**src/core/supervisor_pkg.sv**
```systemverilog
// Shared constants, timing figures and state encoding of the supervisor.
package supervisor_pkg;

  // ==========================================================================
  // Clock and reference tick
  // ==========================================================================
  localparam int unsigned CLK_PERIOD_NS = 8;
  localparam int unsigned TICK_NS       = 1000;
  localparam int unsigned TICK_CYCLES   = TICK_NS / CLK_PERIOD_NS;
  localparam int unsigned PRESC_W       = 7;
  localparam int unsigned TIMER_W       = 24;
  localparam int unsigned FILT_CNT_W    = 6;

  // ==========================================================================
  // Input qualification times
  // ==========================================================================
  // The operator input must stay low for longer than a glitch, so round up past it.
  localparam int unsigned OPER_GLITCH_NS       = 100;
  localparam int unsigned OPER_FILTER_CYCLES   = OPER_GLITCH_NS / CLK_PERIOD_NS + 1;
  // A kick pulse of the minimum width must still pass, so round down.
  localparam int unsigned KICK_MIN_PULSE_NS    = 300;
  localparam int unsigned KICK_FILTER_CYCLES   = KICK_MIN_PULSE_NS / CLK_PERIOD_NS;
  localparam int unsigned SUPPLY_FILTER_CYCLES = 1;

  // ==========================================================================
  // Supervisor times, counted in reference ticks
  // ==========================================================================
  localparam int unsigned NS_PER_MS           = 1000000;
  localparam int unsigned NS_PER_US           = 1000;
  localparam int unsigned RESET_STRETCH_MS    = 100;
  localparam int unsigned FAULT_PULSE_MS      = 1;
  localparam int unsigned EARLY_LIMIT_US      = 1000;
  localparam int unsigned LATE_LIMIT_US       = 10000;
  localparam int unsigned RESET_STRETCH_TICKS = RESET_STRETCH_MS * (NS_PER_MS / TICK_NS);
  localparam int unsigned FAULT_PULSE_TICKS   = FAULT_PULSE_MS * (NS_PER_MS / TICK_NS);
  localparam int unsigned EARLY_LIMIT_TICKS   = EARLY_LIMIT_US * NS_PER_US / TICK_NS;
  localparam int unsigned LATE_LIMIT_TICKS    = LATE_LIMIT_US * NS_PER_US / TICK_NS;

  // ==========================================================================
  // Reset levels and watchdog states
  // ==========================================================================
  localparam logic LEVEL_HIGH = 1'b1;
  localparam logic LEVEL_LOW  = 1'b0;

  typedef enum logic [2:0] {
    ST_HOLD  = 3'h1,
    ST_WATCH = 3'h2,
    ST_PULSE = 3'h4
  } wd_state_e;

endpackage : supervisor_pkg

```
**src/core/filt_if.sv**
```systemverilog
// Qualified level and falling-edge event of one filtered input.
`timescale 1ns/1ps
interface filt_if;
  logic level;
  logic fell;

  modport src (output level, output fell);
  modport dst (input level, input fell);
endinterface : filt_if

```
**src/core/windowed_watchdog_reset_supervisor.sv**
```systemverilog
// Windowed watchdog with fault pulse output and stretched reset generator.
//
// Behaviour
// - Operator reset low forces reset, clears window timer, releases fault pulse.
// - Operator reset low cuts off any fault pulse in progress.
// - Reset asserts while supply is below trip level or operator reset is low.
// - Reset holds at least 100 ms after supply good and operator reset high.
// - Window timer clears on each accepted kick fall and when reset releases.
// - Window timer clears when the fault pulse ends, starting a new window.
// - A kick fall between early and late limits raises no fault.
// - A kick fall before the early limit raises a fast fault.
// - No kick fall before the late limit raises a slow fault.
// - Any fault drives the fault pulse low for nominally 1 ms.
// - The fault pulse can only assert while reset is inactive.
// - Kick edges are ignored while reset or the fault pulse is active.
// - First kick fall after reset or fault pulse never counts as fast.
// - A watchdog fault never asserts reset by itself.
// - Operator reset glitches of about 100 ns are rejected.
// - Kick pulses of 300 ns or more are always recognised.
`timescale 1ns/1ps
module windowed_watchdog_reset_supervisor #(
  parameter int unsigned RESET_STRETCH_TICKS = supervisor_pkg::RESET_STRETCH_TICKS,
  parameter int unsigned EARLY_LIMIT_TICKS   = supervisor_pkg::EARLY_LIMIT_TICKS,
  parameter int unsigned LATE_LIMIT_TICKS    = supervisor_pkg::LATE_LIMIT_TICKS,
  parameter int unsigned FAULT_PULSE_TICKS   = supervisor_pkg::FAULT_PULSE_TICKS
) (
  // Clock and reset
  input  wire logic core_clk_in,
  input  wire logic rst_in,
  // Supervised inputs
  input  wire logic operator_reset_n_in,
  input  wire logic supply_good_in,
  input  wire logic kick_input_in,
  // Reset output, active low, push-pull
  output logic      reset_n_out,
  // Open-drain fault pulse: level driven and its enable
  output logic      fault_pulse_out,
  output logic      fault_pulse_oe_out,
  // Fault reports, one cycle each
  output logic      fast_fault_out,
  output logic      slow_fault_out
);

  localparam int unsigned W = supervisor_pkg::TIMER_W;

  localparam logic [W-1:0] EARLY_C  = W'(EARLY_LIMIT_TICKS);
  localparam logic [W-1:0] LATE_C   = W'(LATE_LIMIT_TICKS);
  localparam logic [W-1:0] PULSE_C  = W'(FAULT_PULSE_TICKS - 1);
  localparam logic [W-1:0] ONE_C    = W'(1);
  localparam logic [supervisor_pkg::PRESC_W-1:0] PRESC_END_C =
    supervisor_pkg::PRESC_W'(supervisor_pkg::TICK_CYCLES - 1);
  localparam logic [supervisor_pkg::PRESC_W-1:0] PRESC_ONE_C =
    supervisor_pkg::PRESC_W'(1);

  // Counts up by one tick and stops at the top instead of wrapping.
  function automatic logic [W-1:0] sat_inc(input logic [W-1:0] value);
    sat_inc = (&value) ? value : value + ONE_C;
  endfunction : sat_inc

  filt_if oper_sig ();
  filt_if supply_sig ();
  filt_if kick_sig ();

  logic                               tick_q;
  logic [supervisor_pkg::PRESC_W-1:0] presc_q;
  logic                               reset_active;
  logic                               hold_req;
  logic                               wd_hold;
  supervisor_pkg::wd_state_e          state_q;
  logic [W-1:0]                       window_q;
  logic [W-1:0]                       pulse_cnt_q;
  logic                               first_q;
  logic                               holding;
  logic                               watching;
  logic                               pulsing;
  logic                               kick_seen;
  logic                               fast_hit;
  logic                               kick_ok;
  logic                               slow_hit;
  logic                               pulse_done;

  // ==========================================================================
  // Input qualification
  // ==========================================================================
  // glitch rejection
  input_filter #(
    .STABLE_CYCLES (supervisor_pkg::OPER_FILTER_CYCLES),
    .RESET_LEVEL   (supervisor_pkg::LEVEL_HIGH)
  ) u_oper_filter (
    .core_clk_in (core_clk_in),
    .rst_in      (rst_in),
    .raw_in      (operator_reset_n_in),
    .sig         (oper_sig)
  );

  input_filter #(
    .STABLE_CYCLES (supervisor_pkg::SUPPLY_FILTER_CYCLES),
    .RESET_LEVEL   (supervisor_pkg::LEVEL_LOW)
  ) u_supply_filter (
    .core_clk_in (core_clk_in),
    .rst_in      (rst_in),
    .raw_in      (supply_good_in),
    .sig         (supply_sig)
  );

  input_filter #(
    .STABLE_CYCLES (supervisor_pkg::KICK_FILTER_CYCLES),
    .RESET_LEVEL   (supervisor_pkg::LEVEL_HIGH)
  ) u_kick_filter (
    .core_clk_in (core_clk_in),
    .rst_in      (rst_in),
    .raw_in      (kick_input_in),
    .sig         (kick_sig)
  );

  // ==========================================================================
  // Reference tick
  // ==========================================================================
  // free-running tick
  always_ff @(posedge core_clk_in or posedge rst_in) begin
    if (rst_in) begin
      presc_q <= '0;
      tick_q  <= 1'b0;
    end else if (presc_q == PRESC_END_C) begin
      presc_q <= '0;
      tick_q  <= 1'b1;
    end else begin
      presc_q <= presc_q + PRESC_ONE_C;
      tick_q  <= 1'b0;
    end
  end

  // ==========================================================================
  // Reset generation
  // ==========================================================================
  // supply or operator hold
  assign hold_req = ~oper_sig.level | ~supply_sig.level;

  reset_stretcher #(
    .STRETCH_TICKS (RESET_STRETCH_TICKS)
  ) u_stretcher (
    .core_clk_in      (core_clk_in),
    .rst_in           (rst_in),
    .tick_in          (tick_q),
    .hold_in          (hold_req),
    .reset_active_out (reset_active)
  );

  // The watchdog also looks at the raw hold so an operator reset acts
  // without waiting for the stretcher's own register.
  assign wd_hold = hold_req | reset_active;

  // ==========================================================================
  // Window watchdog
  // ==========================================================================
  // Each register below has its own process; these decodes tie them together.
  assign holding  = (state_q == supervisor_pkg::ST_HOLD);
  assign watching = (state_q == supervisor_pkg::ST_WATCH) & ~wd_hold;
  assign pulsing  = (state_q == supervisor_pkg::ST_PULSE) & ~wd_hold;

  // A kick that falls as the late limit is reached is already too late.
  assign kick_seen = watching & kick_sig.fell & (window_q < LATE_C);

  assign fast_hit = kick_seen & ~first_q & (window_q < EARLY_C);

  assign kick_ok = kick_seen & ~fast_hit;

  assign slow_hit = watching & (window_q >= LATE_C);

  assign pulse_done = pulsing & tick_q & (pulse_cnt_q >= PULSE_C);

  // ==========================================================================
  // Watchdog state
  // ==========================================================================
  // faults only steer the pulse, never the stretcher
  always_ff @(posedge core_clk_in or posedge rst_in) begin
    if (rst_in) begin
      state_q <= supervisor_pkg::ST_HOLD;
    end else begin
      unique case (state_q)
        supervisor_pkg::ST_HOLD: begin
          if (!wd_hold) begin
            state_q <= supervisor_pkg::ST_WATCH;
          end
        end
        supervisor_pkg::ST_WATCH: begin
          if (wd_hold) begin
            state_q <= supervisor_pkg::ST_HOLD;
          end else if (fast_hit || slow_hit) begin
            state_q <= supervisor_pkg::ST_PULSE;
          end
        end
        supervisor_pkg::ST_PULSE: begin
          if (wd_hold) begin
            state_q <= supervisor_pkg::ST_HOLD;
          end else if (pulse_done) begin
            state_q <= supervisor_pkg::ST_WATCH;
          end
        end
        default: begin
          state_q <= supervisor_pkg::ST_HOLD;
        end
      endcase
    end
  end

  // ==========================================================================
  // Window timer
  // ==========================================================================
  // timer held at zero
  // clear on reset release and accepted kick
  // new window after pulse
  // The timer stands still through a pulse and is cleared as the pulse ends.
  always_ff @(posedge core_clk_in or posedge rst_in) begin
    if (rst_in) begin
      window_q <= '0;
    end else if (holding || kick_ok || pulse_done) begin
      window_q <= '0;
    end else if (watching && !kick_seen && !slow_hit && tick_q) begin
      window_q <= sat_inc(window_q);
    end
  end

  // ==========================================================================
  // Pulse counter
  // ==========================================================================
  // The first tick of a pulse may come at once, so the pulse is one tick short at worst.
  always_ff @(posedge core_clk_in or posedge rst_in) begin
    if (rst_in) begin
      pulse_cnt_q <= '0;
    end else if (holding || fast_hit || slow_hit) begin
      pulse_cnt_q <= '0;
    end else if (pulsing && tick_q && !pulse_done) begin
      pulse_cnt_q <= sat_inc(pulse_cnt_q);
    end
  end

  // ==========================================================================
  // First kick flag
  // ==========================================================================
  // first kick exempt
  always_ff @(posedge core_clk_in or posedge rst_in) begin
    if (rst_in) begin
      first_q <= 1'h1;
    end else if (holding || pulse_done) begin
      first_q <= 1'h1;
    end else if (kick_ok) begin
      first_q <= 1'h0;
    end
  end

  // ==========================================================================
  // Fault reports
  // ==========================================================================
  // One-cycle reports let a host or a counter tell the two faults apart.
  always_ff @(posedge core_clk_in or posedge rst_in) begin
    if (rst_in) begin
      fast_fault_out <= 1'h0;
      slow_fault_out <= 1'h0;
    end else begin
      fast_fault_out <= fast_hit;
      slow_fault_out <= slow_hit;
    end
  end

  // ==========================================================================
  // Output stage
  // ==========================================================================
  always_ff @(posedge core_clk_in or posedge rst_in) begin
    if (rst_in) begin
      reset_n_out <= 1'b0;
    end else begin
      reset_n_out <= ~reset_active;
    end
  end

  // The open-drain pin only ever pulls low; the enable carries the pulse.
  always_ff @(posedge core_clk_in or posedge rst_in) begin
    if (rst_in) begin
      fault_pulse_out    <= 1'b0;
      fault_pulse_oe_out <= 1'b0;
    end else begin
      fault_pulse_out    <= 1'b0;
      fault_pulse_oe_out <= pulsing;
    end
  end

endmodule : windowed_watchdog_reset_supervisor

```
**src/core/input_filter.sv**
```systemverilog
// Two-stage synchroniser followed by a stability filter for one input.
`timescale 1ns/1ps
module input_filter #(
  parameter int unsigned STABLE_CYCLES = 1,
  parameter logic        RESET_LEVEL   = 1'b1
) (
  // Clock and reset
  input  wire logic core_clk_in,
  input  wire logic rst_in,
  // Raw input
  input  wire logic raw_in,
  // Qualified result
  filt_if.src       sig
);

  localparam logic [supervisor_pkg::FILT_CNT_W-1:0] LIMIT_C =
    supervisor_pkg::FILT_CNT_W'(STABLE_CYCLES - 1);
  localparam logic [supervisor_pkg::FILT_CNT_W-1:0] ONE_C =
    supervisor_pkg::FILT_CNT_W'(1);

  logic                                  sync1_q;
  logic                                  sync2_q;
  logic                                  level_q;
  logic                                  fell_q;
  logic [supervisor_pkg::FILT_CNT_W-1:0] cnt_q;

  // ==========================================================================
  // Synchroniser
  // ==========================================================================
  always_ff @(posedge core_clk_in or posedge rst_in) begin
    if (rst_in) begin
      sync1_q <= RESET_LEVEL;
      sync2_q <= RESET_LEVEL;
    end else begin
      sync1_q <= raw_in;
      sync2_q <= sync1_q;
    end
  end

  // ==========================================================================
  // Stability filter
  // ==========================================================================
  // A change is taken only after it has held for STABLE_CYCLES clocks in a row.
  always_ff @(posedge core_clk_in or posedge rst_in) begin
    if (rst_in) begin
      cnt_q   <= '0;
      level_q <= RESET_LEVEL;
      fell_q  <= 1'b0;
    end else if (sync2_q == level_q) begin
      cnt_q  <= '0;
      fell_q <= 1'b0;
    end else if (cnt_q == LIMIT_C) begin
      cnt_q   <= '0;
      level_q <= sync2_q;
      fell_q  <= ~sync2_q;
    end else begin
      cnt_q  <= cnt_q + ONE_C;
      fell_q <= 1'b0;
    end
  end

  assign sig.level = level_q;
  assign sig.fell  = fell_q;

endmodule : input_filter

```
**src/core/reset_stretcher.sv**
```systemverilog
// Holds reset while a hold request stands and stretches its release by a tick count.
`timescale 1ns/1ps
module reset_stretcher #(
  parameter int unsigned STRETCH_TICKS = supervisor_pkg::RESET_STRETCH_TICKS
) (
  // Clock and reset
  input  wire logic core_clk_in,
  input  wire logic rst_in,
  // Controls
  input  wire logic tick_in,
  input  wire logic hold_in,
  // Result
  output logic      reset_active_out
);

  localparam logic [supervisor_pkg::TIMER_W-1:0] STRETCH_C = supervisor_pkg::TIMER_W'(STRETCH_TICKS);
  localparam logic [supervisor_pkg::TIMER_W-1:0] ONE_C     = supervisor_pkg::TIMER_W'(1);

  logic [supervisor_pkg::TIMER_W-1:0] cnt_q;

  // ==========================================================================
  // Stretch counter
  // ==========================================================================
  // The first tick after release may come at once, so one extra tick is
  // counted to keep the stretch at or above its least length.
  always_ff @(posedge core_clk_in or posedge rst_in) begin
    if (rst_in) begin
      cnt_q            <= '0;
      reset_active_out <= 1'b1;
    end else if (hold_in) begin
      cnt_q            <= '0;
      reset_active_out <= 1'b1;
    end else if (reset_active_out && tick_in) begin
      if (cnt_q == STRETCH_C) begin
        reset_active_out <= 1'b0;
      end else begin
        cnt_q <= cnt_q + ONE_C;
      end
    end
  end

endmodule : reset_stretcher

```
**config.mk**
```make
export PLATFORM = sky130hd
export DESIGN_NAME = windowed_watchdog_reset_supervisor
export DESIGN_NICKNAME = d
export VERILOG_FILES = /design/src/core/supervisor_pkg.sv /design/src/core/filt_if.sv /design/src/core/windowed_watchdog_reset_supervisor.sv /design/src/core/input_filter.sv /design/src/core/reset_stretcher.sv
export SDC_FILE = /design/constraint.sdc
export NUM_CORES = 1
export LEC_CHECK = 0
export BUFFER_PORTS_ARGS = -buffer_cell sky130_fd_sc_hd__buf_4
export CAP_MARGIN = 0
export CORE_ASPECT_RATIO = 1.4
export CORE_MARGIN = 3
export CORE_UTILIZATION = 50
export DETAILED_ROUTE_END_ITERATION = 8
export HOLD_SLACK_MARGIN = 0.15
export PLACE_DENSITY_LB_ADDON = 0.2
export SYNTH_ARGS = -nofsm -noshare
export SYNTH_HDL_FRONTEND = slang
export SYNTH_HIERARCHICAL = 1
export SYNTH_SLANG_ARGS = --single-unit
```
**constraint.sdc**
```tcl
create_clock -name core_clk_in -period 2.4 [get_ports core_clk_in]
set_clock_uncertainty 0.05 [all_clocks]
set_input_delay 0.12 -clock core_clk_in [delete_from_list [all_inputs] [get_ports core_clk_in]]
set_output_delay 0.12 -clock core_clk_in [all_outputs]
set_load 0.005 [all_outputs]
```
### Word level (Yosys, flattened, before mapping)

Index checks and enable logic that the tools add are counted.

* bits in latches: 0
* logic and storage cells: 135
* bits of input ports: 5
* memory bits (writable): 0
* memories: 0
* ROM bits: 0
* output and inout port bits: 5
* register bits after elaboration: 117

* magnitude comparators: 4
* bitwise gates (word level): 22
* mux-type cells: 30
* div/mod/pow operators: 0
* equality and inequality tests: 16
* shift-type cells: 0
* add/subtract/negate cells: 7
* $mul: 0
* reductions and logical operators: 31

Operators by type and width (number)
* $mux 24: 9
* $add 24x1->24 const B: 3
* $reduce_and 24->1: 2
* $mux 6: 6
* $eq 24x17->1 const B: 1
* $ge 24x10->1 const B: 1
* $ge 24x14->1 const B: 1
* $lt 24x10->1 const B: 1
* $lt 24x14->1 const B: 1
* $add 6x1->6 const B: 3
* $mux 3: 5
* $reduce_and 2->1: 7
* $and 1x1->1: 10
* $not 1->1: 10
* $reduce_bool 2->1: 5
* $pmux 3 s3: 1
* $mux 1: 8
* $ne 2x2->1 const B: 4
* $add 7x1->7 const B: 1
* $eq 7x7->1 const B: 1
* $mux 7: 1
* $eq 6x4->1 const B: 1
* $eq 6x6->1 const B: 1
* $logic_and 1x1->1: 6
* 11 further kinds: 21

### Longest topological paths before layout

Gate-level depths: netlist of the first run.

* word-level depth: 15
* mapped depth: 8
* depth with buffers taken out: 7

### Cells and area by module

The synthesis of the first run kept the hierarchy.

Modules (own cells, without submodules)
* windowed_watchdog_reset_supervisor: area each 2869.0 um2, instances 1, cells each 267, sequential area each 1604.0 um2
* reset_stretcher: area each 1387.6 um2, instances 1, cells each 150, sequential area each 626.9 um2
* input_filter at u_oper_filter: area each 434.2 um2, instances 1, cells each 36, sequential area each 254.0 um2
* input_filter at u_supply_filter: area each 430.4 um2, instances 1, cells each 36, sequential area each 250.2 um2
* input_filter at u_kick_filter: area each 427.9 um2, instances 1, cells each 36, sequential area each 254.0 um2

### Worst setup path after synthesis of the first run

Ideal clock, no wire load.

* path kind: register -> register
* from: register window_q[19]
* to: register window_q[16]
* stages on the path, launching flop included: 7
* slack: 50 ps
* setup time: 119 ps
* path buffers: 1
* required time: 2231 ps
* arrival time: 2181 ps
* clock period less this slack: 2350 ps
* path through: dfrtp_1 or4_1 or4_4 or3_4 and3_4 buf_6 and2_1

* cells in the longest elaborated chain, start to end: 10
* elaborated cells between the ends (all ways): 21
* classes of those cells: 3 x order compare; 1 x eq/ne; 1 x mux; 6 x bitwise; 10 x reduce/logical

RTL lines
* start: declaration: line windowed_watchdog_reset_supervisor.sv:70 `logic [W-1:0] window_q;`
* start signal: assignment: line windowed_watchdog_reset_supervisor.sv:220 `window_q <= sat_inc(window_q);`
* $lt 24x14->1: line windowed_watchdog_reset_supervisor.sv:162 `assign kick_seen = watching & kick_sig.fell & (window_q < LATE_C);`
* $and 1x1->1: line windowed_watchdog_reset_supervisor.sv:162
* $and 1x1->1 (2 in a row): line windowed_watchdog_reset_supervisor.sv:164 `assign fast_hit = kick_seen & ~first_q & (window_q < EARLY_C);`
* $not 1->1: line windowed_watchdog_reset_supervisor.sv:166 `assign kick_ok = kick_seen & ~fast_hit;`
* $and 1x1->1: line windowed_watchdog_reset_supervisor.sv:166
* $logic_or 1x1->1 (2 in a row): line windowed_watchdog_reset_supervisor.sv:217 `end else if (holding || kick_ok || pulse_done) begin`
* $ne 2x2->1 (no line) / $reduce_bool 2->1 (equally long branches)
* $reduce_and 2->1 (no line)

Several ways; a longest one is shown, not always the timed one.
A chain may end at the register's enable or synchronous reset.

### Worst setup path after layout of the first run

* from: register state_q[2]
* to: register window_q[18]

* cells in the longest elaborated chain, start to end: 12
* elaborated cells between the ends (all ways): 25
* classes of those cells: 4 x eq/ne; 1 x mux; 11 x bitwise; 9 x reduce/logical

RTL lines
* start: declaration: line windowed_watchdog_reset_supervisor.sv:69 `supervisor_pkg::wd_state_e state_q;`
* start signal: assignment: line windowed_watchdog_reset_supervisor.sv:178 `state_q <= supervisor_pkg::ST_HOLD;`
* start signal: assignment: line windowed_watchdog_reset_supervisor.sv:183 `state_q <= supervisor_pkg::ST_WATCH;`
* start signal: assignment: line windowed_watchdog_reset_supervisor.sv:188 `state_q <= supervisor_pkg::ST_HOLD;`
* $eq 3x2->1: line windowed_watchdog_reset_supervisor.sv:158 `assign watching = (state_q == supervisor_pkg::ST_WATCH) & ~wd_hold;`
* $and 1x1->1: line windowed_watchdog_reset_supervisor.sv:158
* $and 1x1->1 (2 in a row): line windowed_watchdog_reset_supervisor.sv:162
* $and 1x1->1 (2 in a row): line windowed_watchdog_reset_supervisor.sv:164
* $not 1->1: line windowed_watchdog_reset_supervisor.sv:166
* $and 1x1->1: line windowed_watchdog_reset_supervisor.sv:166
* $logic_or 1x1->1 (2 in a row): line windowed_watchdog_reset_supervisor.sv:217
* $ne 2x2->1 (no line) / $reduce_bool 2->1 (equally long branches)
* $reduce_and 2->1 (no line)

Several ways; a longest one is shown, not always the timed one.

==> key figures, run 1 <==
Clocking
  – Worst-path clk slew: 50 ps
  – Clock sinks: 117
  – Worst-Skew Late Latency: 410 ps
  – Clock root buffer: clkbuf_16
  – CTS tree: yes
  – H-tree levels: 4
  – Cts bufs inserted: 17
  – Bufs on Longest Clock Path: 2

Timing
  – Headroom to the max-slew limit: 52.4%
  – Worst setup margin: 62.9 ps
  – Pins over their slew limit: 0
  – Worst-Margin Slew: just over 700 ps
  – WHS: 214 ps
  – Fmax: between 0.4 and 0.5 GHz
  – Final hold vios: 0
  – Tmin final: 2340 ps
  – Period utilisation layout: between 90 and 100%
  – Finish-stage setup viols: 0

Pwr
  – LEAKAGE: 2.88 nW
  – Sw Share: 19.7%
  – Sequential share of power: between 40% and 50%
  – Int Power: 0.00372 W
  – VDD IR-drop max: 443 µV
  – Clk pwr share: 54.9%
  – Sw Pwr: 0.000915 W
  – PwrDens: 712 nW/µm²
  – Comb power frac: 1.9%

Finish
  – Area of the multi-input gates: 2430 µm²
  – Finished Layout Cells: 715
  – Area grow syn2layout: 18.8%
  – Ant. Diodes: 0
  – Fin area: 6510 µm²
  – Final nets: a little under 600
  – # fillers: 868
  – Fraction of layout cells with a size suffix above 1: about 16%
  – Reg area: 2940 µm²

Floorplan
  – Die area: 12300 µm²
  – DIE WIDTH: 94.5 µm
  – Core area: 10500 µm²
  – Num ports: 10
  – Die height: 130 µm
  – Row cnt: 44
  – Initial core utilization: 52.2%

Global route
  – Pin count of the biggest net entering global routing: 40
  – First-pass GRT wire length: 17600 µm
  – Vias in the first global route: approximately 3900
  – GR Util All Layers: a little under a fifth
  – Global route overflow: 0
  – Initial antenna violation count: 0

Setup path
  – CP Class: reg2reg
  – CP Data Required Time: between 2000 and 3000 ps
  – Crit-path cells: or4bb_1, or4_4, or3_4, and3_4, and2_1
  – R2R Setup Slk: ~63 ps
  – Setup crit start kind: flop
  – CP max stage delay: ~530 ps
  – FF-to-FF path depth: 5
  – Critical path endpoint category: flop
  – FF-to-FF End: window_q[18]
  – Crit-path max FO: 4
  – CP arrival: 2570 ps
  – Worst r2r src: state_q[2]
  – Worst-path cell with the longest stage delay: or4_4

Place
  – Pre-CTS WS: -3.34 ps
  – DP HPWL: 7070 µm
  – Placed insts: 675
  – Routability cong.: 0.884
  – PortBufs: 8
  – Placed Instance Area: 5810 µm²

Synthesis
  – Mean Syn Cell Area: 10.5 µm²
  – Syn_nets: 538
  – YS warnings: 6
  – Mapped cell area: ~5500 µm²
  – Post-Syn Instances: 521

Routing
  – Drt initial violations: 147
  – Detailed Routing Iterations Pass 1: 4
  – # DRC: 0
  – Post-Route WL: 10300 µm
  – Routed Antenna Nets: 0
  – Via Count: 3899
  – Vias/cell: 5.45
  – WL/cell: 14.4 µm

Flow run
  – Max_cap viols: 0

Outcome
  – Status: complete, no violations

Min path
  – Hold/Removal Path Class: in2async
==> state kept, by name, indices dropped and copies added (netlist names), 3 cells and up <==
register,flops
u_stretcher/cnt_q,24
window_q,24
pulse_cnt_q,24
u_supply_filter/cnt_q,6
presc_q,7
u_kick_filter/cnt_q,6
state_q,3
u_oper_filter/cnt_q,6
==> worst max path at each step <==
stage,end,start,cells past startpoint,slack [ps]
floorplan,window_q[16],window_q[19],6,50
global placement,window_q[11],window_q[19],7,60
detailed placement,pulse_cnt_q[23],window_q[19],6,-3
CTS,window_q[22],window_q[19],5,8
global route,window_q[12],window_q[19],8,-30
finish,window_q[18],state_q[2],5,60
==> layout make-up <==
cell class | instances | area share, %
inverters | 22 | 1.27
multi-input cells | 372 | 37.3
repair buffers | 35 | 4.44
clock buffers | 22 | 7.28
well taps | 138 | 2.65
clock inverters | 9 | 1.94
flip-flops and latches | 117 | 45.1
==> layer usage <==
layer | global-route usage [%] | up-vias | wire [µm]
met1 | 22.7 | 1936 | 4570
met3 | 5.65 | 11 | 329
met5 | 0 | - | 0
met2 | 30.1 | 52 | 5250
li1 | - | 1900 | -
met4 | 7.90 | 0 | 155
==> through the flow <==
step                      total power (W)  util [%]  setup TNS, ps
after detailed placement          0.00212      55.2          -3.34
after CTS                         0.00470      61.4              0
after floorplan                   0.00209         -              0
after global placement            0.00212      55.2              0
final                             0.00464      61.9              0
after global routing              0.00480      61.9          -29.6
==> worst max-delay path: cells and delay by family, from the launching register on <==
kind	cells	cell delay [ps]
DFF	1	370
and+or+nand+nor	5	1790
==> power by group through the flow <==
| stage | Clock, W | Sequential, W | Combinational [W] |
|---|---|---|---|
| finish | 0.00255 | 0.00201 | 0.0000860 |
| global placement | 0 | 0.00204 | 0.0000830 |
| CTS | 0.00260 | 0.00201 | 0.0000903 |
| global route | 0.00269 | 0.00201 | 0.000101 |
| detailed placement | 0 | 0.00204 | 0.0000850 |
| floorplan | 0 | 0.00204 | 0.0000556 |
==> cell usage in the layout, fill, tap and decap left out, types with 16 or more instances in the layout <==
master / count
dfrtp_1: 108
xor2_1: 32
buf_4: 29
clkbuf_16: 17
inv_1: 21
nand3_1: 27
a21oi_1: 17
nand4_1: 16
nand2_1: 29
nor2_1: 64
o21ai_0: 17
and2_1: 27
==> repair_timing <==
| action | CTS | global route |
|---|---|---|
| endpoints found under the hold margin | 81 | 0 |
| pin swaps | 0 | 5 |
| resized for setup | 1 | 5 |
| hold buffers | 4 | 0 |
| buffers inserted | 0 | 4 |
| setup endpoints to repair | 14 | 37 |
| cloned | 0 | 1 |
Note: power is estimated with default switching activity, not from simulation.
==> inputs of run 2 (changes only) <==
--- a/config.mk
+++ b/config.mk
@@ -12,7 +12,7 @@
 export CORE_UTILIZATION = 50
 export DETAILED_ROUTE_END_ITERATION = 8
 export HOLD_SLACK_MARGIN = 0.15
-export PLACE_DENSITY_LB_ADDON = 0.2
+export PLACE_DENSITY = 0.77
 export SYNTH_ARGS = -nofsm -noshare
 export SYNTH_HDL_FRONTEND = slang
 export SYNTH_HIERARCHICAL = 1
==> run 2 against run 1 <==
Against the previous run: non-clock buffer count down 5; maximum frequency down 0.72%; core utilization up 0.44 points; combinational power down 0.7%; flip-flop and latch count unchanged; register-to-register slack worse by 20 ps; largest cell class unchanged; largest power group unchanged; highest routed layer unchanged.
==> key figures, run 2 (synthesis results as in run 1) <==
Routing
  – Routed Antenna Nets: 0
  – Vias/cell: approximately 5.5
  – Via Count: between 3000 and 4000
  – Drt initial violations: 127
  – Detailed Routing Iterations Pass 1: 4
  – Post-Route WL: between 10000 and 15000 µm
  – WL/cell: approximately 15 µm
  – # DRC: 0

Clocking
  – Clock sinks: about 120
  – Clock root buffer: clkbuf_16
  – Cts bufs inserted: 17
  – Bufs on Longest Clock Path: 2
  – Worst-Skew Late Latency: around 410 ps
  – CTS tree: yes
  – H-tree levels: 4
  – Worst-path clk slew: around 50 ps

Place
  – Placed Instance Area: around 5800 µm²
  – DP HPWL: 7000 µm
  – Routability cong.: 0.803
  – Pre-CTS WS: between 20 and 25 ps
  – PortBufs: 8

Timing
  – Pins over their slew limit: 0
  – Period utilisation layout: a little over nine tenths
  – Worst setup margin: between 40 and 50 ps
  – Finish-stage setup viols: 0
  – Tmin final: 2350 ps
  – Fmax: 0.425 GHz
  – Final hold vios: 0
  – WHS: 204 ps
  – Headroom to the max-slew limit: 36.8%
  – Worst-Margin Slew: 947 ps

Setup path
  – Critical path endpoint category: flop
  – Setup crit start kind: flop
  – CP Class: reg2reg
  – Crit-path max FO: 5
  – CP arrival: 2600 ps
  – CP Data Required Time: 2650 ps

Global route
  – Vias in the first global route: 3915
  – First-pass GRT wire length: approximately 18000 µm
  – Pin count of the biggest net entering global routing: 36
  – Global route overflow: 0
  – GR Util All Layers: 18.7%
  – Initial antenna violation count: 0

Pwr
  – Sw Pwr: just over 0.0009 W
  – Final Power: approximately 0.0049 W
  – Sequential share of power: 41.0%
  – LEAKAGE: 2.90 nW
  – PwrDens: 747 nW/µm²
  – Clk pwr share: 57.3%
  – Int Power: 0.00397 W
  – Comb power frac: about 1.7%
  – Sw Share: 19.0%
  – VDD IR-drop max: about 500 µV

Finish
  – Final nets: just under 600
  – Top flop regs: pulse_cnt_q x24, u_stretcher/cnt_q x24, window_q x24
  – Fraction of layout cells with a size suffix above 1: 16.2%
  – Layout Utilization: 62.4%
  – Ant. Diodes: 0
  – Area grow syn2layout: 19.6%
  – Fin area: 6560 µm²
  – Most frequent cells in the layout: 108 x dfrtp_1, 64 x nor2_1, 32 x xor2_1
  – Most common cell after layout, fill and taps aside: dfrtp_1

Floorplan
  – DIE WIDTH: 94.5 µm
  – Die height: 130 µm
  – Num ports: 10
  – Core area: 10500 µm²
  – Initial core utilization: 52.2%
  – Die area: 12300 µm²
  – Row cnt: 44

Outcome
  – Status: complete, no violations

Min path
  – Hold/Removal Path Class: in2async

Flow run
  – Max_cap viols: 0
==> run 2: stage by stage <==
step	std cells	setup TNS, ps
after CTS	707	0
after global routing	711	-33.2
after floorplan	521	0
after global placement	671	0
after detailed placement	671	0
final	711	0
==> run 2: routing by layer <==
metal  GRT usage (%)  up-vias  wire length, µm
li1                -     1892                -
met1            21.4     1956             4390
met2            32.4       63             5590
met3            4.33       22              287
met4            10.1        0              280
met5               0        -                0
==> run 2: power by group through the flow <==
stage / Combinational (W) / Clock [W] / Sequential [W]
2_1_floorplan: 0.0000556 / 0 / 0.00204
3_3_place_gp: 0.0000806 / 0 / 0.00204
3_5_place_dp: 0.0000825 / 0 / 0.00204
4_1_cts: 0.0000883 / 0.00285 / 0.00201
5_1_grt: 0.000100 / 0.00295 / 0.00201
6_report: 0.0000854 / 0.00281 / 0.00201
==> run 2: worst max-delay path, cell delays in order (launching register included) <==
cell     delay [ps]
dfrtp_1         380
or4_4           540
or4_4           530
or3_4           380
and3_4          200
and2_1          160
==> run 2: final timing paths <==
check | from | endpoint | slack [ps] | depth (start not counted)
worst min-delay path | rst_in | u_oper_filter/cnt_q[1] | 200 | 3
max in group asynchronous | rst_in | u_stretcher/cnt_q[13] | 1250 | 3
worst min register to register | u_oper_filter/sync1_q | u_oper_filter/sync2_q | 300 | 0
min in group core_clk_in | kick_input_in | u_kick_filter/sync1_q | 300 | 2
worst max register to register | window_q[21] | window_q[23] | 50 | 5
worst max-delay path | window_q[21] | window_q[23] | 50 | 5
==> run 2: layout make-up <==
cell class	count	area [µm²]
clock buffers	23	488
clock inverters	9	174
flip-flops and latches	117	2940
fillers	822	3960
well taps	138	173
multi-input cells	372	2440
inverters	22	82.6
repair buffers	30	260
==> run 2: timing repair <==
item | in CTS | in global routing
endpoints found under the hold margin | 83 | 0
hold buffers | 4 | 0
resized for setup | 0 | 8
setup buffers | 0 | 3
endpoints found under the setup margin | 0 | 33
